`config.mk`:
```
export PLATFORM = sky130hd
export DESIGN_NAME = spsc_regs
export DESIGN_NICKNAME = d
export VERILOG_FILES = /design/src/shared/spsc_pkg.sv /design/src/logic/spsc_regs.sv /design/src/logic/spsc_sync.sv
export SDC_FILE = /design/constraint.sdc
export NUM_CORES = 1
export LEC_CHECK = 0
export BUFFER_PORTS_ARGS = -buffer_cell sky130_fd_sc_hd__buf_2
export CAP_MARGIN = 30
export CORE_AREA = 2 2 77 79
export DETAILED_ROUTE_END_ITERATION = 16
export DIE_AREA = 0 0 79 81
export HOLD_SLACK_MARGIN = 0.06
export PLACE_DENSITY = 0.62
export SLEW_MARGIN = 40
export SYNTH_ARGS = -nofsm -noshare
export SYNTH_HDL_FRONTEND = slang
export SYNTH_SLANG_ARGS = --single-unit
```
`constraint.sdc`:
```
create_clock -name mclk_i -period 4.3 [get_ports mclk_i]
set_clock_uncertainty 0.1 [all_clocks]
set_input_delay 0.86 -clock mclk_i [delete_from_list [all_inputs] [get_ports mclk_i]]
set_output_delay 0.86 -clock mclk_i [all_outputs]
set_load 0.01 [all_outputs]
```
`src/shared/spsc_pkg.sv`:
```
// Purpose: Shared constants for the switch port status and control register bank.
// Assumes: Plain register port with 16-bit data and byte offsets as printed.
// Notes:   Every offset and field position, and the crossover and indicator reset values, live here.
package spsc_pkg;

   // Register geometry.
   localparam int          ADDR_W            = 8;
   localparam int          DATA_W            = 16;

   // Register offsets.
   localparam logic [7:0]  OFS_LINK_STATE    = 8'h80;
   localparam logic [7:0]  OFS_RESERVED_LO   = 8'h82;
   localparam logic [7:0]  OFS_RESERVED_HI   = 8'h83;
   localparam logic [7:0]  OFS_CONTROL_FIRST = 8'h84;
   localparam logic [7:0]  OFS_IRQ_STATUS    = 8'hA0;
   localparam logic [7:0]  OFS_IRQ_ENABLE    = 8'hA2;
   localparam logic [7:0]  OFS_IRQ_CLEAR     = 8'hA4;

   // Link state field positions.
   localparam int          LS_XOVER_ALG      = 15;
   localparam int          LS_POLARITY       = 13;
   localparam int          LS_TX_PAUSE       = 12;
   localparam int          LS_RX_PAUSE       = 11;
   localparam int          LS_SPEED          = 10;
   localparam int          LS_DUPLEX         = 9;
   localparam int          LS_FAR_FAULT      = 8;
   localparam int          LS_MDIX           = 7;
   localparam int          LS_AN_DONE        = 6;
   localparam int          LS_LINK_GOOD      = 5;
   localparam int          LS_PARTNER_HI     = 4;

   // Control word field positions.
   localparam int          CF_LED_HI         = 14;
   localparam int          CF_LED_LO         = 12;
   localparam int          CF_SA_FILT_SECOND = 11;
   localparam int          CF_SA_FILT_FIRST  = 10;
   localparam int          CF_DROP_TAGGED    = 9;

   // Reset values.
   localparam logic        RST_XOVER_ALG     = 1'b1;
   localparam logic [2:0]  RST_LED_CODE      = 3'h0;

   // Interrupt event bit positions.
   localparam int          EV_LINK_CHANGE    = 0;
   localparam int          EV_AN_DONE        = 1;
   localparam int          EV_FAR_FAULT      = 2;
   localparam int          EV_COUNT          = 3;

endpackage

```
`src/logic/spsc_regs.sv`:
```
// Purpose: Port one link state and port two upper control register bank.
// Assumes: Link status pins come from the PHY domain and are synchronised here.
// Notes:   Read data stands one cycle after the read strobe and only then.
//
// Overview of operation
// - Bit 15 selects crossover algorithm, resets one.
// - Bit 13 reports reversed receive polarity.
// - Bit 12 reports transmit pause activity.
// - Bit 11 reports receive pause activity.
// - Bit 10 reports speed: one means 100M.
// - Bit 9 reports duplex: one means full.
// - Bit 8 reports far-end fault in fiber.
// - Bit 7 reports crossover state MDI-X.
// - Bit 6 reports auto-negotiation complete.
// - Bit 5 reports link good.
// - Bits 4..0 report partner advertised abilities.
// - Range after status word maps nothing.
// - Bits 14..12 force indicators or leave normal.
// - Bit 11 enables second address filter.
// - Bit 10 enables first address filter.
// - Bit 9 drops VLAN-tagged ingress frames.
// - Control bit 15 reserved, reads zero.
//
// Decided for this implementation: the strobed register port.
`timescale 1ns/1ps
`default_nettype none

module spsc_regs #(
   parameter int ADDR_W = spsc_pkg::ADDR_W,
   parameter int DATA_W = spsc_pkg::DATA_W
) (
   // Clock and reset.
   input  wire logic              mclk_i,
   input  wire logic              rst_i,
   // Register port.
   input  wire logic [ADDR_W-1:0] addr_i,
   input  wire logic [DATA_W-1:0] wdata_i,
   input  wire logic              wr_i,
   input  wire logic              rd_i,
   output logic      [DATA_W-1:0] rdata_o,
   // Link status pins from the PHY and MAC.
   input  wire logic              polarity_rev_i,
   input  wire logic              tx_pause_act_i,
   input  wire logic              rx_pause_act_i,
   input  wire logic              speed_100_i,
   input  wire logic              full_duplex_i,
   input  wire logic              far_fault_i,
   input  wire logic              mdix_state_i,
   input  wire logic              an_done_i,
   input  wire logic              link_good_i,
   input  wire logic [4:0]        partner_abil_i,
   // Normal indicator drive from the LED mode logic.
   input  wire logic              normal_ind_zero_i,
   input  wire logic              normal_ind_one_i,
   // Control outputs.
   output logic                   crossover_algorithm_select_o,
   output logic                   port_indicator_zero_o,
   output logic                   port_indicator_one_o,
   output logic                   sa_filter_second_en_o,
   output logic                   sa_filter_first_en_o,
   output logic                   drop_tagged_o,
   // Interrupt.
   output logic                   irq_o
);

   localparam int NSTAT = 14;   // Synchronised status bits, 13 down to 0.
   localparam int NEV   = spsc_pkg::EV_COUNT;

   // Synchronised view of the status pins.
   logic [NSTAT-1:0] stat_raw;
   logic [NSTAT-1:0] stat_sync;
   logic [NSTAT-1:0] stat_prev_reg;   // Previous sample for edge events.

   // Software state.
   logic             xover_reg;        // Crossover algorithm select.
   logic [2:0]       led_code_reg;     // Indicator override code.
   logic             sa_second_reg;    // Second filter address enable.
   logic             sa_first_reg;     // First filter address enable.
   logic             drop_tag_reg;     // Drop tagged frames.
   logic [NEV-1:0]   irq_stat_reg;     // Sticky event bits.
   logic [NEV-1:0]   irq_en_reg;       // Event enables.
   logic [NEV-1:0]   irq_stat_next;
   logic [DATA_W-1:0] rdata_next;

   // Pack the pins so bit n of this vector is bit n of the status word.
   assign stat_raw = {polarity_rev_i, tx_pause_act_i, rx_pause_act_i, speed_100_i,
                      full_duplex_i, far_fault_i, mdix_state_i, an_done_i,
                      link_good_i, partner_abil_i};

   // Pins come from the PHY domain and are resynchronised first.
   spsc_sync #(
      .WIDTH (NSTAT)
   ) u_sync (
      .mclk_i  (mclk_i),
      .rst_i   (rst_i),
      .async_i (stat_raw),
      .sync_o  (stat_sync)
   );

   // Address decode.
   // Decode is a full compare, so aliases of the two words read zero.
   wire hit_state   = (addr_i == spsc_pkg::OFS_LINK_STATE);
   wire hit_ctrl    = (addr_i == spsc_pkg::OFS_CONTROL_FIRST);
   wire hit_istat   = (addr_i == spsc_pkg::OFS_IRQ_STATUS);
   wire hit_ien     = (addr_i == spsc_pkg::OFS_IRQ_ENABLE);
   wire hit_iclr    = (addr_i == spsc_pkg::OFS_IRQ_CLEAR);
   wire wr_state    = wr_i && hit_state;
   wire wr_ctrl     = wr_i && hit_ctrl;
   wire wr_ien      = wr_i && hit_ien;
   wire wr_iclr     = wr_i && hit_iclr;

   // Assembled link state word; only bit 15 is stored by software.
   wire [DATA_W-1:0] link_word = {xover_reg, 1'b0, stat_sync};

   // Control word: bit 15 is tied to zero, bits 8..0 live elsewhere.
   wire [DATA_W-1:0] ctrl_word = {1'b0, led_code_reg, sa_second_reg, sa_first_reg,
                                  drop_tag_reg, 9'h000};

   // Read select; unmapped addresses, reserved range included, read zero.
   // Reading has no side effect, so software may poll any word freely.
   // The clear register is write-only and so falls through to zero.
   assign rdata_next = hit_state ? link_word :
                       hit_ctrl  ? ctrl_word :
                       hit_istat ? {{(DATA_W-NEV){1'b0}}, irq_stat_reg} :
                       hit_ien   ? {{(DATA_W-NEV){1'b0}}, irq_en_reg} :
                                   {DATA_W{1'b0}};

   // Events: link change, negotiation done rising, far-end fault rising.
   // They are taken from the synchronised levels, so a pin glitch shorter
   // than a clock can be missed; that is accepted for slow status levels.
   wire [NEV-1:0] ev_now;
   assign ev_now[spsc_pkg::EV_LINK_CHANGE] = stat_sync[spsc_pkg::LS_LINK_GOOD]
                                             ^ stat_prev_reg[spsc_pkg::LS_LINK_GOOD];
   assign ev_now[spsc_pkg::EV_AN_DONE]     = stat_sync[spsc_pkg::LS_AN_DONE]
                                             & ~stat_prev_reg[spsc_pkg::LS_AN_DONE];
   assign ev_now[spsc_pkg::EV_FAR_FAULT]   = stat_sync[spsc_pkg::LS_FAR_FAULT]
                                             & ~stat_prev_reg[spsc_pkg::LS_FAR_FAULT];

   // A set in the same cycle as a clear wins, so no event is lost.
   assign irq_stat_next = (irq_stat_reg & ~(wr_iclr ? wdata_i[NEV-1:0] : {NEV{1'b0}})) | ev_now;

   // Indicator decode: top code bit low leaves the normal function.
   // The code is held in a flop, so a forced level lags a write by two edges.
   wire led_force = led_code_reg[2];
   wire ind0_next = led_force ? led_code_reg[0] : normal_ind_zero_i;
   wire ind1_next = led_force ? led_code_reg[1] : normal_ind_one_i;

   // Software writable control state.
   always_ff @(posedge mclk_i)
   begin
      if (rst_i)
      begin
         xover_reg     <= spsc_pkg::RST_XOVER_ALG;
         led_code_reg  <= spsc_pkg::RST_LED_CODE;
         sa_second_reg <= 1'b0;
         sa_first_reg  <= 1'b0;
         drop_tag_reg  <= 1'b0;
      end
      else
      begin
         // Only bit 15 of the status word is stored; the rest is dropped.
         if (wr_state)
         begin
            xover_reg <= wdata_i[spsc_pkg::LS_XOVER_ALG];
         end
         if (wr_ctrl)
         begin
            led_code_reg  <= wdata_i[spsc_pkg::CF_LED_HI:spsc_pkg::CF_LED_LO];
            sa_second_reg <= wdata_i[spsc_pkg::CF_SA_FILT_SECOND];
            sa_first_reg  <= wdata_i[spsc_pkg::CF_SA_FILT_FIRST];
            drop_tag_reg  <= wdata_i[spsc_pkg::CF_DROP_TAGGED];
         end
      end
   end

   // Interrupt state and the edge history.
   always_ff @(posedge mclk_i)
   begin
      if (rst_i)
      begin
         irq_stat_reg  <= '0;
         irq_en_reg    <= '0;
         stat_prev_reg <= '0;
      end
      else
      begin
         irq_stat_reg  <= irq_stat_next;
         stat_prev_reg <= stat_sync;
         if (wr_ien)
         begin
            irq_en_reg <= wdata_i[NEV-1:0];
         end
      end
   end

   // Registered outputs; read data stand for exactly one cycle.
   always_ff @(posedge mclk_i)
   begin
      if (rst_i)
      begin
         rdata_o                      <= '0;
         crossover_algorithm_select_o <= spsc_pkg::RST_XOVER_ALG;
         port_indicator_zero_o        <= 1'b0;
         port_indicator_one_o         <= 1'b0;
         sa_filter_second_en_o        <= 1'b0;
         sa_filter_first_en_o         <= 1'b0;
         drop_tagged_o                <= 1'b0;
         irq_o                        <= 1'b0;
      end
      else
      begin
         rdata_o                      <= rd_i ? rdata_next : {DATA_W{1'b0}};
         crossover_algorithm_select_o <= xover_reg;
         port_indicator_zero_o        <= ind0_next;
         port_indicator_one_o         <= ind1_next;
         sa_filter_second_en_o        <= sa_second_reg;
         sa_filter_first_en_o         <= sa_first_reg;
         drop_tagged_o                <= drop_tag_reg;
         irq_o                        <= |(irq_stat_next & irq_en_reg);
      end
   end

   // The read checks below sample one edge after a read strobe, where the read
   // data stand; that is the only cycle in which the word is defined.

   // Writes to the status word leave every read-only bit as the pins say.
   a_ro_write_ignored : assert property (@(posedge mclk_i) disable iff (rst_i)
      wr_state ##2 rd_i && hit_state |=> rdata_o[13:0] == $past(stat_sync))
      else $error("Status write altered read-only bits");

   // The link good status bit follows its synchronised pin on a read.
   a_status_read : assert property (@(posedge mclk_i) disable iff (rst_i)
      rd_i && hit_state |=> rdata_o[spsc_pkg::LS_LINK_GOOD] == $past(stat_sync[spsc_pkg::LS_LINK_GOOD]))
      else $error("Link good read mismatch");

   // Status bit 14 is read-only and always reads zero, whatever was written.
   a_reserved_zero : assert property (@(posedge mclk_i) disable iff (rst_i)
      rd_i && hit_state |=> rdata_o[spsc_pkg::LS_POLARITY + 1] == 1'b0)
      else $error("Reserved bit read nonzero");

   // Control bit 15 reads zero.
   a_ctrl_msb_zero : assert property (@(posedge mclk_i) disable iff (rst_i)
      rd_i && hit_ctrl |=> rdata_o[15] == 1'b0)
      else $error("Control bit 15 read nonzero");

   // The reserved range returns zero.
   a_reserved_range : assert property (@(posedge mclk_i) disable iff (rst_i)
      rd_i && (addr_i == spsc_pkg::OFS_RESERVED_LO || addr_i == spsc_pkg::OFS_RESERVED_HI) |=> rdata_o == '0)
      else $error("Reserved range read nonzero");

   // A written crossover select appears on its output two cycles later.
   a_xover_follow : assert property (@(posedge mclk_i) disable iff (rst_i)
      wr_state |-> ##2 crossover_algorithm_select_o == $past(wdata_i[15], 2))
      else $error("Crossover select did not follow write");

   // A forcing code drives both indicators from the code bits.
   a_led_force : assert property (@(posedge mclk_i) disable iff (rst_i)
      led_code_reg[2] |=> port_indicator_zero_o == $past(led_code_reg[0])
                          && port_indicator_one_o == $past(led_code_reg[1]))
      else $error("Indicator override wrong");

   // A non-forcing code passes the normal indicator drive.
   a_led_normal : assert property (@(posedge mclk_i) disable iff (rst_i)
      !led_code_reg[2] |=> port_indicator_zero_o == $past(normal_ind_zero_i))
      else $error("Normal indicator not passed");

   // Filter and drop enables follow a control write within two cycles.
   a_ctrl_enables : assert property (@(posedge mclk_i) disable iff (rst_i)
      wr_ctrl |-> ##2 sa_filter_second_en_o == $past(wdata_i[11], 2)
                    && sa_filter_first_en_o == $past(wdata_i[10], 2)
                    && drop_tagged_o == $past(wdata_i[9], 2))
      else $error("Control enables did not follow write");

   // An event is never lost to a simultaneous clear.
   a_set_wins : assert property (@(posedge mclk_i) disable iff (rst_i)
      |ev_now |=> (irq_stat_reg & $past(ev_now)) == $past(ev_now))
      else $error("Event lost");

   // Polarity bit follows its pin.
   a_polarity_read : assert property (@(posedge mclk_i) disable iff (rst_i)
      rd_i && hit_state |=> rdata_o[spsc_pkg::LS_POLARITY] == $past(stat_sync[spsc_pkg::LS_POLARITY]))
      else $error("Polarity read mismatch");

   // Transmit pause bit follows its pin.
   a_tx_pause_read : assert property (@(posedge mclk_i) disable iff (rst_i)
      rd_i && hit_state |=> rdata_o[spsc_pkg::LS_TX_PAUSE] == $past(stat_sync[spsc_pkg::LS_TX_PAUSE]))
      else $error("Transmit pause read mismatch");

   // Receive pause bit follows its pin.
   a_rx_pause_read : assert property (@(posedge mclk_i) disable iff (rst_i)
      rd_i && hit_state |=> rdata_o[spsc_pkg::LS_RX_PAUSE] == $past(stat_sync[spsc_pkg::LS_RX_PAUSE]))
      else $error("Receive pause read mismatch");

   // Speed bit follows its pin.
   a_speed_read : assert property (@(posedge mclk_i) disable iff (rst_i)
      rd_i && hit_state |=> rdata_o[spsc_pkg::LS_SPEED] == $past(stat_sync[spsc_pkg::LS_SPEED]))
      else $error("Speed read mismatch");

   // Duplex bit follows its pin.
   a_duplex_read : assert property (@(posedge mclk_i) disable iff (rst_i)
      rd_i && hit_state |=> rdata_o[spsc_pkg::LS_DUPLEX] == $past(stat_sync[spsc_pkg::LS_DUPLEX]))
      else $error("Duplex read mismatch");

   // Far-end fault bit follows its pin.
   a_far_fault_read : assert property (@(posedge mclk_i) disable iff (rst_i)
      rd_i && hit_state |=> rdata_o[spsc_pkg::LS_FAR_FAULT] == $past(stat_sync[spsc_pkg::LS_FAR_FAULT]))
      else $error("Far-end fault read mismatch");

   // Crossover state bit follows its pin.
   a_mdix_read : assert property (@(posedge mclk_i) disable iff (rst_i)
      rd_i && hit_state |=> rdata_o[spsc_pkg::LS_MDIX] == $past(stat_sync[spsc_pkg::LS_MDIX]))
      else $error("Crossover state read mismatch");

   // Negotiation done bit follows its pin.
   a_an_done_read : assert property (@(posedge mclk_i) disable iff (rst_i)
      rd_i && hit_state |=> rdata_o[spsc_pkg::LS_AN_DONE] == $past(stat_sync[spsc_pkg::LS_AN_DONE]))
      else $error("Negotiation done read mismatch");

   // Partner ability bits follow their pins.
   a_partner_read : assert property (@(posedge mclk_i) disable iff (rst_i)
      rd_i && hit_state |=> rdata_o[spsc_pkg::LS_PARTNER_HI:0] == $past(stat_sync[spsc_pkg::LS_PARTNER_HI:0]))
      else $error("Partner abilities read mismatch");

   // The stored algorithm select reads back in bit 15.
   a_xover_read : assert property (@(posedge mclk_i) disable iff (rst_i)
      rd_i && hit_state |=> rdata_o[spsc_pkg::LS_XOVER_ALG] == $past(xover_reg))
      else $error("Crossover select read mismatch");

   // A non-forcing code passes the second normal indicator drive.
   a_led_normal_one : assert property (@(posedge mclk_i) disable iff (rst_i)
      !led_code_reg[2] |=> port_indicator_one_o == $past(normal_ind_one_i))
      else $error("Normal indicator one not passed");

   // The indicator code reads back in bits 14 to 12.
   a_ctrl_readback : assert property (@(posedge mclk_i) disable iff (rst_i)
      rd_i && hit_ctrl |=> rdata_o[spsc_pkg::CF_LED_HI:spsc_pkg::CF_LED_LO] == $past(led_code_reg))
      else $error("Indicator code read mismatch");

   // Read data are zero in every cycle not following a read strobe.
   a_rdata_idle : assert property (@(posedge mclk_i) disable iff (rst_i)
      !rd_i |=> rdata_o == '0)
      else $error("Read data outside read cycle");

   // Sticky bits only fall through a clear write.
   a_sticky_hold : assert property (@(posedge mclk_i) disable iff (rst_i)
      !wr_iclr |=> (irq_stat_reg & $past(irq_stat_reg)) == $past(irq_stat_reg))
      else $error("Sticky bit lost without clear");

endmodule

`default_nettype wire

```
`src/logic/spsc_sync.sv`:
```
// Purpose: Two flip-flop synchroniser for a vector of pin levels.
// Assumes: Inputs are quasi-static status levels from another domain.
// Notes:   The first stage feeds only the second stage.
`timescale 1ns/1ps
`default_nettype none

module spsc_sync #(
   parameter int WIDTH = 16
) (
   // Clock and reset.
   input  wire logic             mclk_i,
   input  wire logic             rst_i,
   // Levels in and out.
   input  wire logic [WIDTH-1:0] async_i,
   output logic      [WIDTH-1:0] sync_o
);

   logic [WIDTH-1:0] meta_reg;   // First stage, read only by the second.

   // Both stages clear on reset so status reads zero until sampled.
   always_ff @(posedge mclk_i)
   begin
      if (rst_i)
      begin
         meta_reg <= '0;
         sync_o   <= '0;
      end
      else
      begin
         meta_reg <= async_i;
         sync_o   <= meta_reg;
      end
   end

endmodule

`default_nettype wire

```
==> results of run 1 <==
## metrics by stage
stage	total power, mW	instance area [µm²]
finish	1.17	2710
global route	1.22	2710
CTS	1.19	2710
detailed placement	0.707	2520
global placement	0.706	2520
floorplan	0.683	2180
## path summary, 6_finish.rpt
kind	from	end	slack, ns
max	addr_i[6]	sa_first_reg	2.07
min	u_sync.sync_o[4]	rdata_o[4]	0.33
max reg2reg	u_sync.sync_o[8]	irq_o	3.13
min reg2reg	u_sync.sync_o[4]	rdata_o[4]	0.33
## power by group through the flow
stage          Sequential (mW)  Combinational, mW  Clock (mW)
3_3_place_gp             0.654             0.0520           0
4_1_cts                  0.640             0.0526       0.499
3_5_place_dp             0.655             0.0525           0
5_1_grt                  0.642             0.0582       0.521
2_1_floorplan            0.654             0.0289           0
6_report                 0.640             0.0519       0.482
## logic make-up (layout without fill, tap and decap cells)
group,count (synthesis),in the layout
compound gates,16,16
xor+xnor,1,1
buf+inv,14,79
flops,67,67
mux,15,15
simple gates,77,77
## routing by layer
layer,routed length (µm),share of wire
met5,0,0
met4,95,0.026
met3,227,0.062
met2,1730,0.47
met1,1620,0.44
## cell usage after synthesis, types with 2 or more instances
library cell / instances
a21oi_1: 3
a22o_1: 5
and2_1: 8
buf_2: 3
buf_6: 2
clkbuf_1: 5
dfxtp_1: 67
inv_1: 4
mux2i_1: 15
nand2_1: 5
nand3b_1: 2
nor2_1: 13
nor2b_1: 34
nor3b_1: 2
o21ai_0: 3
o41ai_2: 2
or2b_2: 2
## cell type report
| class | instances | area, µm² | area share |
|---|---|---|---|
| flip-flops and latches | 67 | 1340 | 0.495 |
| multi-input cells | 109 | 772 | 0.285 |
| repair buffers | 60 | 303 | 0.112 |
| clock buffers | 10 | 128 | 0.0471 |
| well taps | 75 | 93.8 | 0.0347 |
| clock inverters | 5 | 55.1 | 0.0203 |
| inverters | 4 | 15.0 | 0.00555 |
## worst max-delay path: stages
cell     delay, ns
buf_2         0.11
nor4b_1       0.53
and4_1        0.54
mux2i_1       0.24
nor2_1        0.05
==> reports/metrics.cfg, run 1 <==
[run_status]
status = finished clean

[floorplan]
die_x_um = 79
rows = 28
die_area_um2 = 6400
start_util = 0.385
io_pins = 67
die_h_um = 81
coreArea_um2 = 5680

[route]
drcViolationCount = 0
drt_iter0_markers = 58
via_per_inst = 4.34
wl_per_cell_um = 11.1
postRouteAntennaNets = 0
routed_wl_mm = 3.68
drt_first_pass_iters = 4
vias = 1431

[power_and_ir_drop]
leakage_nw = 1.18
pwr-share-comb = 0.044
p_per_area_nw_per_um2 = 434
power_frac_seq = 0.545
switchingPower_uw = 248
switching_share = 0.211
vdd_drop_max_mv = 0.200
clkPwrFrac = 0.411
intPower_uw = 926

[logic_synthesis]
ys_ff_latch = 67
syn_area_um2 = 2180
synth_top_family_by_area = simple AND/OR/NAND/NOR gates
ys.flop_type = dfxtp_1
async_flop_share = 0
synth_edf_count = 0
ys_top_cells_by_area = dfxtp_1, nor2b_1, mux2i_1
yosys.area_share.simple = 0.220
synth_xor_xnor_area_share = 0.00401
synth_warnings = 0
syn_inst = 190
avgSynthCellArea_um2 = 11.5
yosysTopAreaCellShare = 0.614
synth_mux_area_frac = 0.0687
synth_top_area_cell = dfxtp_1
synth_compound_area_frac = 0.0607
synth_fa_ha_area_frac = 0
yosysSeqAreaShare = 0.614
syn_nets = 234
synth.distinct_cells = 32

[grt]
track_usage = 0.123
grt_max_degree = 54
met1_usage = 0.140
grt_overflow_total = 0
antenna_found_initial = 0
grt_pass1_vias = 1291
top_usage_layer = met2
grt_use_met3 = 0.0500
grt_use_met2 = 0.192
grt_pass1_wl_mm = 5.83

[sta]
fin_crit_ns = 2.23
setup_ws_ns = 2.07
finalMaxSlewViolations = 0
worst_slew_pin_slew_ns = 0.553
maxSlewHeadroom = 0.626
clock.fmax_mhz = 448
finalHoldViolCount = 0
finalCritPeriodShare = 0.519
whs_ns = 0.326
rsz0062_at_grt = false
setup_violations = 0
setup_tns_ns = 0

[cts]
insertion_delay_ns = 0.32
postCtsResizedCells = 0
cts_root_buffer = clkbuf_8
ctsHtreeMaxLevel = 3
ctsHoldBuffers = 0
clock_sinks = 67
post_cts_buffers = 0
tritoncts.num_buffers = 9
cts.clk_slew.worst_paths_ns = 0.07
cts_tree = yes
clockBufferDepth = 2

[worst_setup_path]
reg2reg_depth = 3
end_kind = flip-flop
required_ns = 4.40
worstPathArrival_ns = 2.33
critPathLaunchType = input port
critPathMaxFanout = 6
critical_path_class = in2reg

[placement]
dpl.hpwl_mm = 2.51
portBuffers = 60
place_ws_ns = 1.72
dp_cells = 315
routabilityCongestion = 0.760

[finish]
layout-drive-gt1-share = 0.318
final_common_cell = dfxtp_1
largest_reg_flops = 16
fin_util = 0.477
area_growth_syn_to_layout_pct = 23.9
final_cell_mix = dfxtp_1, buf_2, nor2b_1
diodes = 0
nets = 295
final_cells = 330
fillers = 561

[run]
max_cap_violations = 0

[worst_hold_path]
hp-class = reg2reg
worstHoldPathCells = 1

No activity file was read; power rests on OpenSTA's default activity.
==> inputs of run 2 (changes only) <==
Clock period 4.3 ns to 2.24 ns, I/O delays scaled along.
==> run 2 against run 1 <==
- worst hold slack lost 0.10 ns
- core utilization is essentially flat
- clock power increased by 62%
- non-clock buffer count up 5
- sequential power increased by 92%
- wire length fell by 0.11%
- setup slack lost 1.5 ns
- first-iteration DRC count decreased by 16%
- combinational power up 97%
- critical path depth unchanged
- critical path type unchanged
==> reports/metrics.cfg, run 2 (synthesized netlist as in run 1, its figures left out) <==
[finish]
area_growth_syn_to_layout_pct = 24.0
final_cell_mix = dfxtp_1, buf_2, nor2b_1
multiInputGateArea_um2 = 772
final_common_cell = dfxtp_1
layout-drive-gt1-share = 0.324
nets = 300
diodes = 0
largest_reg_flops = 16
final_cells = 334
fillers = 579
seqCellArea_um2 = 1340

[cts]
postCtsResizedCells = 0
post_cts_buffers = 0
ctsHoldBuffers = 0
ctsHtreeMaxLevel = 3
cts_root_buffer = clkbuf_8
tritoncts.num_buffers = 9
clockBufferDepth = 2
insertion_delay_ns = 0.32
cts.clk_slew.worst_paths_ns = 0.06
clock_sinks = 67
cts_tree = yes

[route]
via_per_inst = 4.21
vias = 1405
drcViolationCount = 0
drt_iter0_markers = 49
drt_first_pass_iters = 3
wl_per_cell_um = 11.0
routed_wl_mm = 3.68
postRouteAntennaNets = 0

[floorplan]
die_area_um2 = 6400
die_x_um = 79
rows = 28
start_util = 0.385
coreArea_um2 = 5680
die_h_um = 81
io_pins = 67

[worst_hold_path]
hp-class = in2reg
hold_end = u_sync.meta_reg[8]
min_from = far_fault_i
worstHoldPathCells = 2

[grt]
grt_max_degree = 28
grt_pass1_vias = 1306
track_usage = 0.128
grt_overflow_total = 0
antenna_found_initial = 0
grt_pass1_wl_mm = 5.96

[sta]
setup_ws_ns = 0.565
finalMaxSlewViolations = 0
worst_slew_pin_slew_ns = 0.412
setup_tns_ns = 0
maxSlewHeadroom = 0.725
fin_crit_ns = 1.67
finalCritPeriodShare = 0.748
setup_violations = 0
clock.fmax_mhz = 597
rsz0062_at_grt = false
finalHoldViolCount = 0

[power_and_ir_drop]
vdd_drop_max_mv = 0.380
power_mw = 2.11
leakage_nw = 1.19
p_per_area_nw_per_um2 = 780

[placement]
place_ws_ns = 0.223
portBuffers = 60
routabilityCongestion = 0.735
dp_cells = 320
dpl.hpwl_mm = 2.64

[run]
max_cap_violations = 0

[worst_setup_path]
critical_path_class = in2reg
reg2reg_depth = 3
r2r-end = irq_o
critPathMaxFanout = 6
critPathLaunchType = input port
r2r_start = u_sync.sync_o[8]
end_kind = flip-flop
r2r_setup_slack_ns = 1.08
worstPathArrival_ns = 1.79
required_ns = 2.35

[run_status]
status = finished clean

## run 2: cell types whose count changed in the layout (fill, tap and decap cells not counted), sizes merged
| cell | change |
|---|---|
| clkbuf | +1 |
| bufinv | -1 |
| clkinvlp | -1 |
| buf | +5 |
## run 2: per-stage QoR
step,hold WS (ns),utilization,instance area (µm²)
after CTS,0.209,0.477,2710
after global routing,0.209,0.477,2710
after detailed placement,0.311,0.451,2560
after floorplan,0.301,-,2180
final,0.226,0.477,2710
after global placement,0.310,0.451,2560
## run 2: routing by layer
metal / part of all wire / GRT usage / up-vias / routed length, µm
met5: 0 / 0 / - / 0
met4: 0.017 / 0.0776 / 0 / 62
met3: 0.051 / 0.0467 / 7 / 188
met2: 0.50 / 0.197 / 35 / 1820
met1: 0.44 / 0.152 / 606 / 1600
li1: - / - / 757 / -
## run 2: cell type report
type / instances / area share
tap: 75 / 0.0346
sequential: 67 / 0.495
clock inverter: 3 / 0.00647
multi-input combinational: 109 / 0.285
inverter: 4 / 0.00554
clock buffer: 11 / 0.0485
timing repair buffer: 65 / 0.125
## run 2: report_power, final
part | total, mW | switching [mW] | internal, mW
registers | 1.23 | 0.00789 | 1.22
clock network | 0.782 | 0.396 | 0.386
logic | 0.102 | 0.0471 | 0.0553
total | 2.11 | 0.451 | 1.66
## run 2: worst max-delay path: stages
cell     delay, ns
buf_2         0.14
or3_4         0.39
o41ai_1       0.36
a21oi_1       0.14
a221o_1       0.30
## run 2: worst max path at each step
stage          startpoint         endpoint  slack (ns)  depth (start not counted)
2_1_floorplan   addr_i[1]            irq_o        0.35                          5
3_3_place_gp    addr_i[1]            irq_o        0.22                          5
3_5_place_dp    addr_i[1]            irq_o        0.22                          5
4_1_cts         addr_i[1]            irq_o        0.58                          5
5_1_grt         addr_i[1]  led_code_reg[0]        0.45                          5
6_report        addr_i[1]            irq_o        0.57                          5
==> inputs of run 3 (changes only) <==
Clock period 2.24 ns to 1.7 ns, I/O delays scaled along.
==> run 3 against run 2 <==
- sequential share of layout area shrank 2.3 points
- flip-flop and latch count stayed put
- first-iteration DRC count is 76% higher
- combinational power up 41%
- final cell count increased by 2.1%
- clock power up 82%
- highest routed layer unchanged
==> reports/metrics.cfg, run 3 (synthesized netlist as in run 1, its figures left out) <==
[sta]
whs_ns = 0.114
setup_violations = 0
maxSlewHeadroom = 0.735
rsz0062_at_grt = false
finalCritPeriodShare = 0.846
worst_slew_pin_slew_ns = 0.391
finalMaxSlewViolations = 0
clock.fmax_mhz = 695
finalHoldViolCount = 0
fin_crit_ns = 1.44
setup_tns_ns = 0

[cts]
post_cts_buffers = 0
ctsHtreeMaxLevel = 3
clock_sinks = 67
tritoncts.num_buffers = 9
ctsHoldBuffers = 0
clockBufferDepth = 2
cts_root_buffer = clkbuf_8
insertion_delay_ns = 0.33
postCtsResizedCells = 0
cts_tree = yes
cts.clk_slew.worst_paths_ns = 0.07

[route]
vias = 1464
wl_per_cell_um = 11.4
drt_first_pass_iters = 4
postRouteAntennaNets = 0
routed_wl_mm = 3.87
drt_iter0_markers = 86
drcViolationCount = 0
via_per_inst = 4.29

[grt]
grt_pass1_vias = 1340
grt_pass1_wl_mm = 6.04
antenna_found_initial = 0
grt_overflow_total = 0
track_usage = 0.128
grt_max_degree = 28

[finish]
diodes = 0
largest_reg_flops = 16
final_cell_mix = dfxtp_1, buf_2, nor2b_1
multiInputGateArea_um2 = 779
final_common_cell = dfxtp_1
layout-drive-gt1-share = 0.353
area_growth_syn_to_layout_pct = 30.0
seqCellArea_um2 = 1340
fillers = 562
nets = 306
fin_util = 0.500

[worst_setup_path]
endpoint = irq_o
crit_chain = buf_2 -> or3_4 -> o41ai_2 -> a21oi_1 -> a221o_1
cp_slowest_stage_delay_ns = 0.41
r2r_start = u_sync.sync_o[6]
critPathSlowestCell = or3_4
critPathMaxFanout = 3
reg2reg_depth = 3
required_ns = 1.82
end_kind = flip-flop
critical_path_class = in2reg
crit_start = addr_i[0]
critPathLaunchType = input port
worstSetupPathDepth = 5
worstPathArrival_ns = 1.56
critPathTopFamily = compound AO/OA/AOI/OAI gates
r2r_setup_slack_ns = 0.55
cp_num_buf_inv = 1
r2r-end = irq_o

[power_and_ir_drop]
power_mw = 3.18
p_per_area_nw_per_um2 = 1120
leakage_nw = 1.26
vdd_drop_max_mv = 0.624

[floorplan]
die_x_um = 79
die_h_um = 81
rows = 28
die_area_um2 = 6400
io_pins = 67
start_util = 0.385
coreArea_um2 = 5680

[run_status]
status = finished clean

[worst_hold_path]
hp-class = in2reg

[placement]
dpl.hpwl_mm = 2.62
portBuffers = 60
routabilityCongestion = 0.750

[run]
max_cap_violations = 0

run 3: cell types whose count changed in the layout (fill, tap and decap cells not counted):
cell / change
buf_12: +1
o41ai_1: -1
clkbuf_1: -2
o41ai_2: +1
clkbuf_8: +1
bufinv_16: +2
buf_4: +5
run 3: worst min path at each step:
stage | endpoint | cells past startpoint | startpoint | slack [ns]
5_1_grt | u_sync.meta_reg[3] | 2 | partner_abil_i[3] | 0.11
2_1_floorplan | rdata_o[0] | 2 | u_sync.sync_o[0] | 0.30
4_1_cts | u_sync.meta_reg[2] | 2 | partner_abil_i[2] | 0.1
3_3_place_gp | rdata_o[7] | 1 | u_sync.sync_o[7] | 0.31
3_5_place_dp | rdata_o[7] | 1 | u_sync.sync_o[7] | 0.31
6_report | u_sync.meta_reg[2] | 2 | partner_abil_i[2] | 0.11
run 3: area by class of cell:
cell class / count / area share
clock buffers: 10 / 0.0485
clock inverters: 5 / 0.0273
multi-input cells: 109 / 0.274
inverters: 4 / 0.00529
flip-flops and latches: 67 / 0.472
well taps: 75 / 0.0330
repair buffers: 71 / 0.139
run 3: metal layers:
| layer | wire length [µm] | vias to the layer above | track usage | share of wire |
|---|---|---|---|---|
| met5 | 0 | - | 0 | 0 |
| met1 | 1790 | 650 | 0.151 | 0.46 |
| met3 | 221 | 6 | 0.0489 | 0.057 |
| met2 | 1770 | 38 | 0.197 | 0.46 |
| met4 | 91 | 0 | 0.0828 | 0.024 |
| li1 | - | 770 | - | - |
run 3: report_power, final:
part | switching, mW | internal [mW]
combinational | 0.0649 | 0.0792
clock | 0.564 | 0.852
sequential | 0.0109 | 1.61
run 3: per-stage QoR:
step | std cells | area, µm² | setup slack (ns)
after floorplan | 190 | 2190 | 0.0209
after global placement | 326 | 2630 | -0.0852
after detailed placement | 326 | 2630 | -0.105
after CTS | 341 | 2840 | 0.254
after global routing | 341 | 2840 | 0.114
final | 341 | 2840 | 0.261
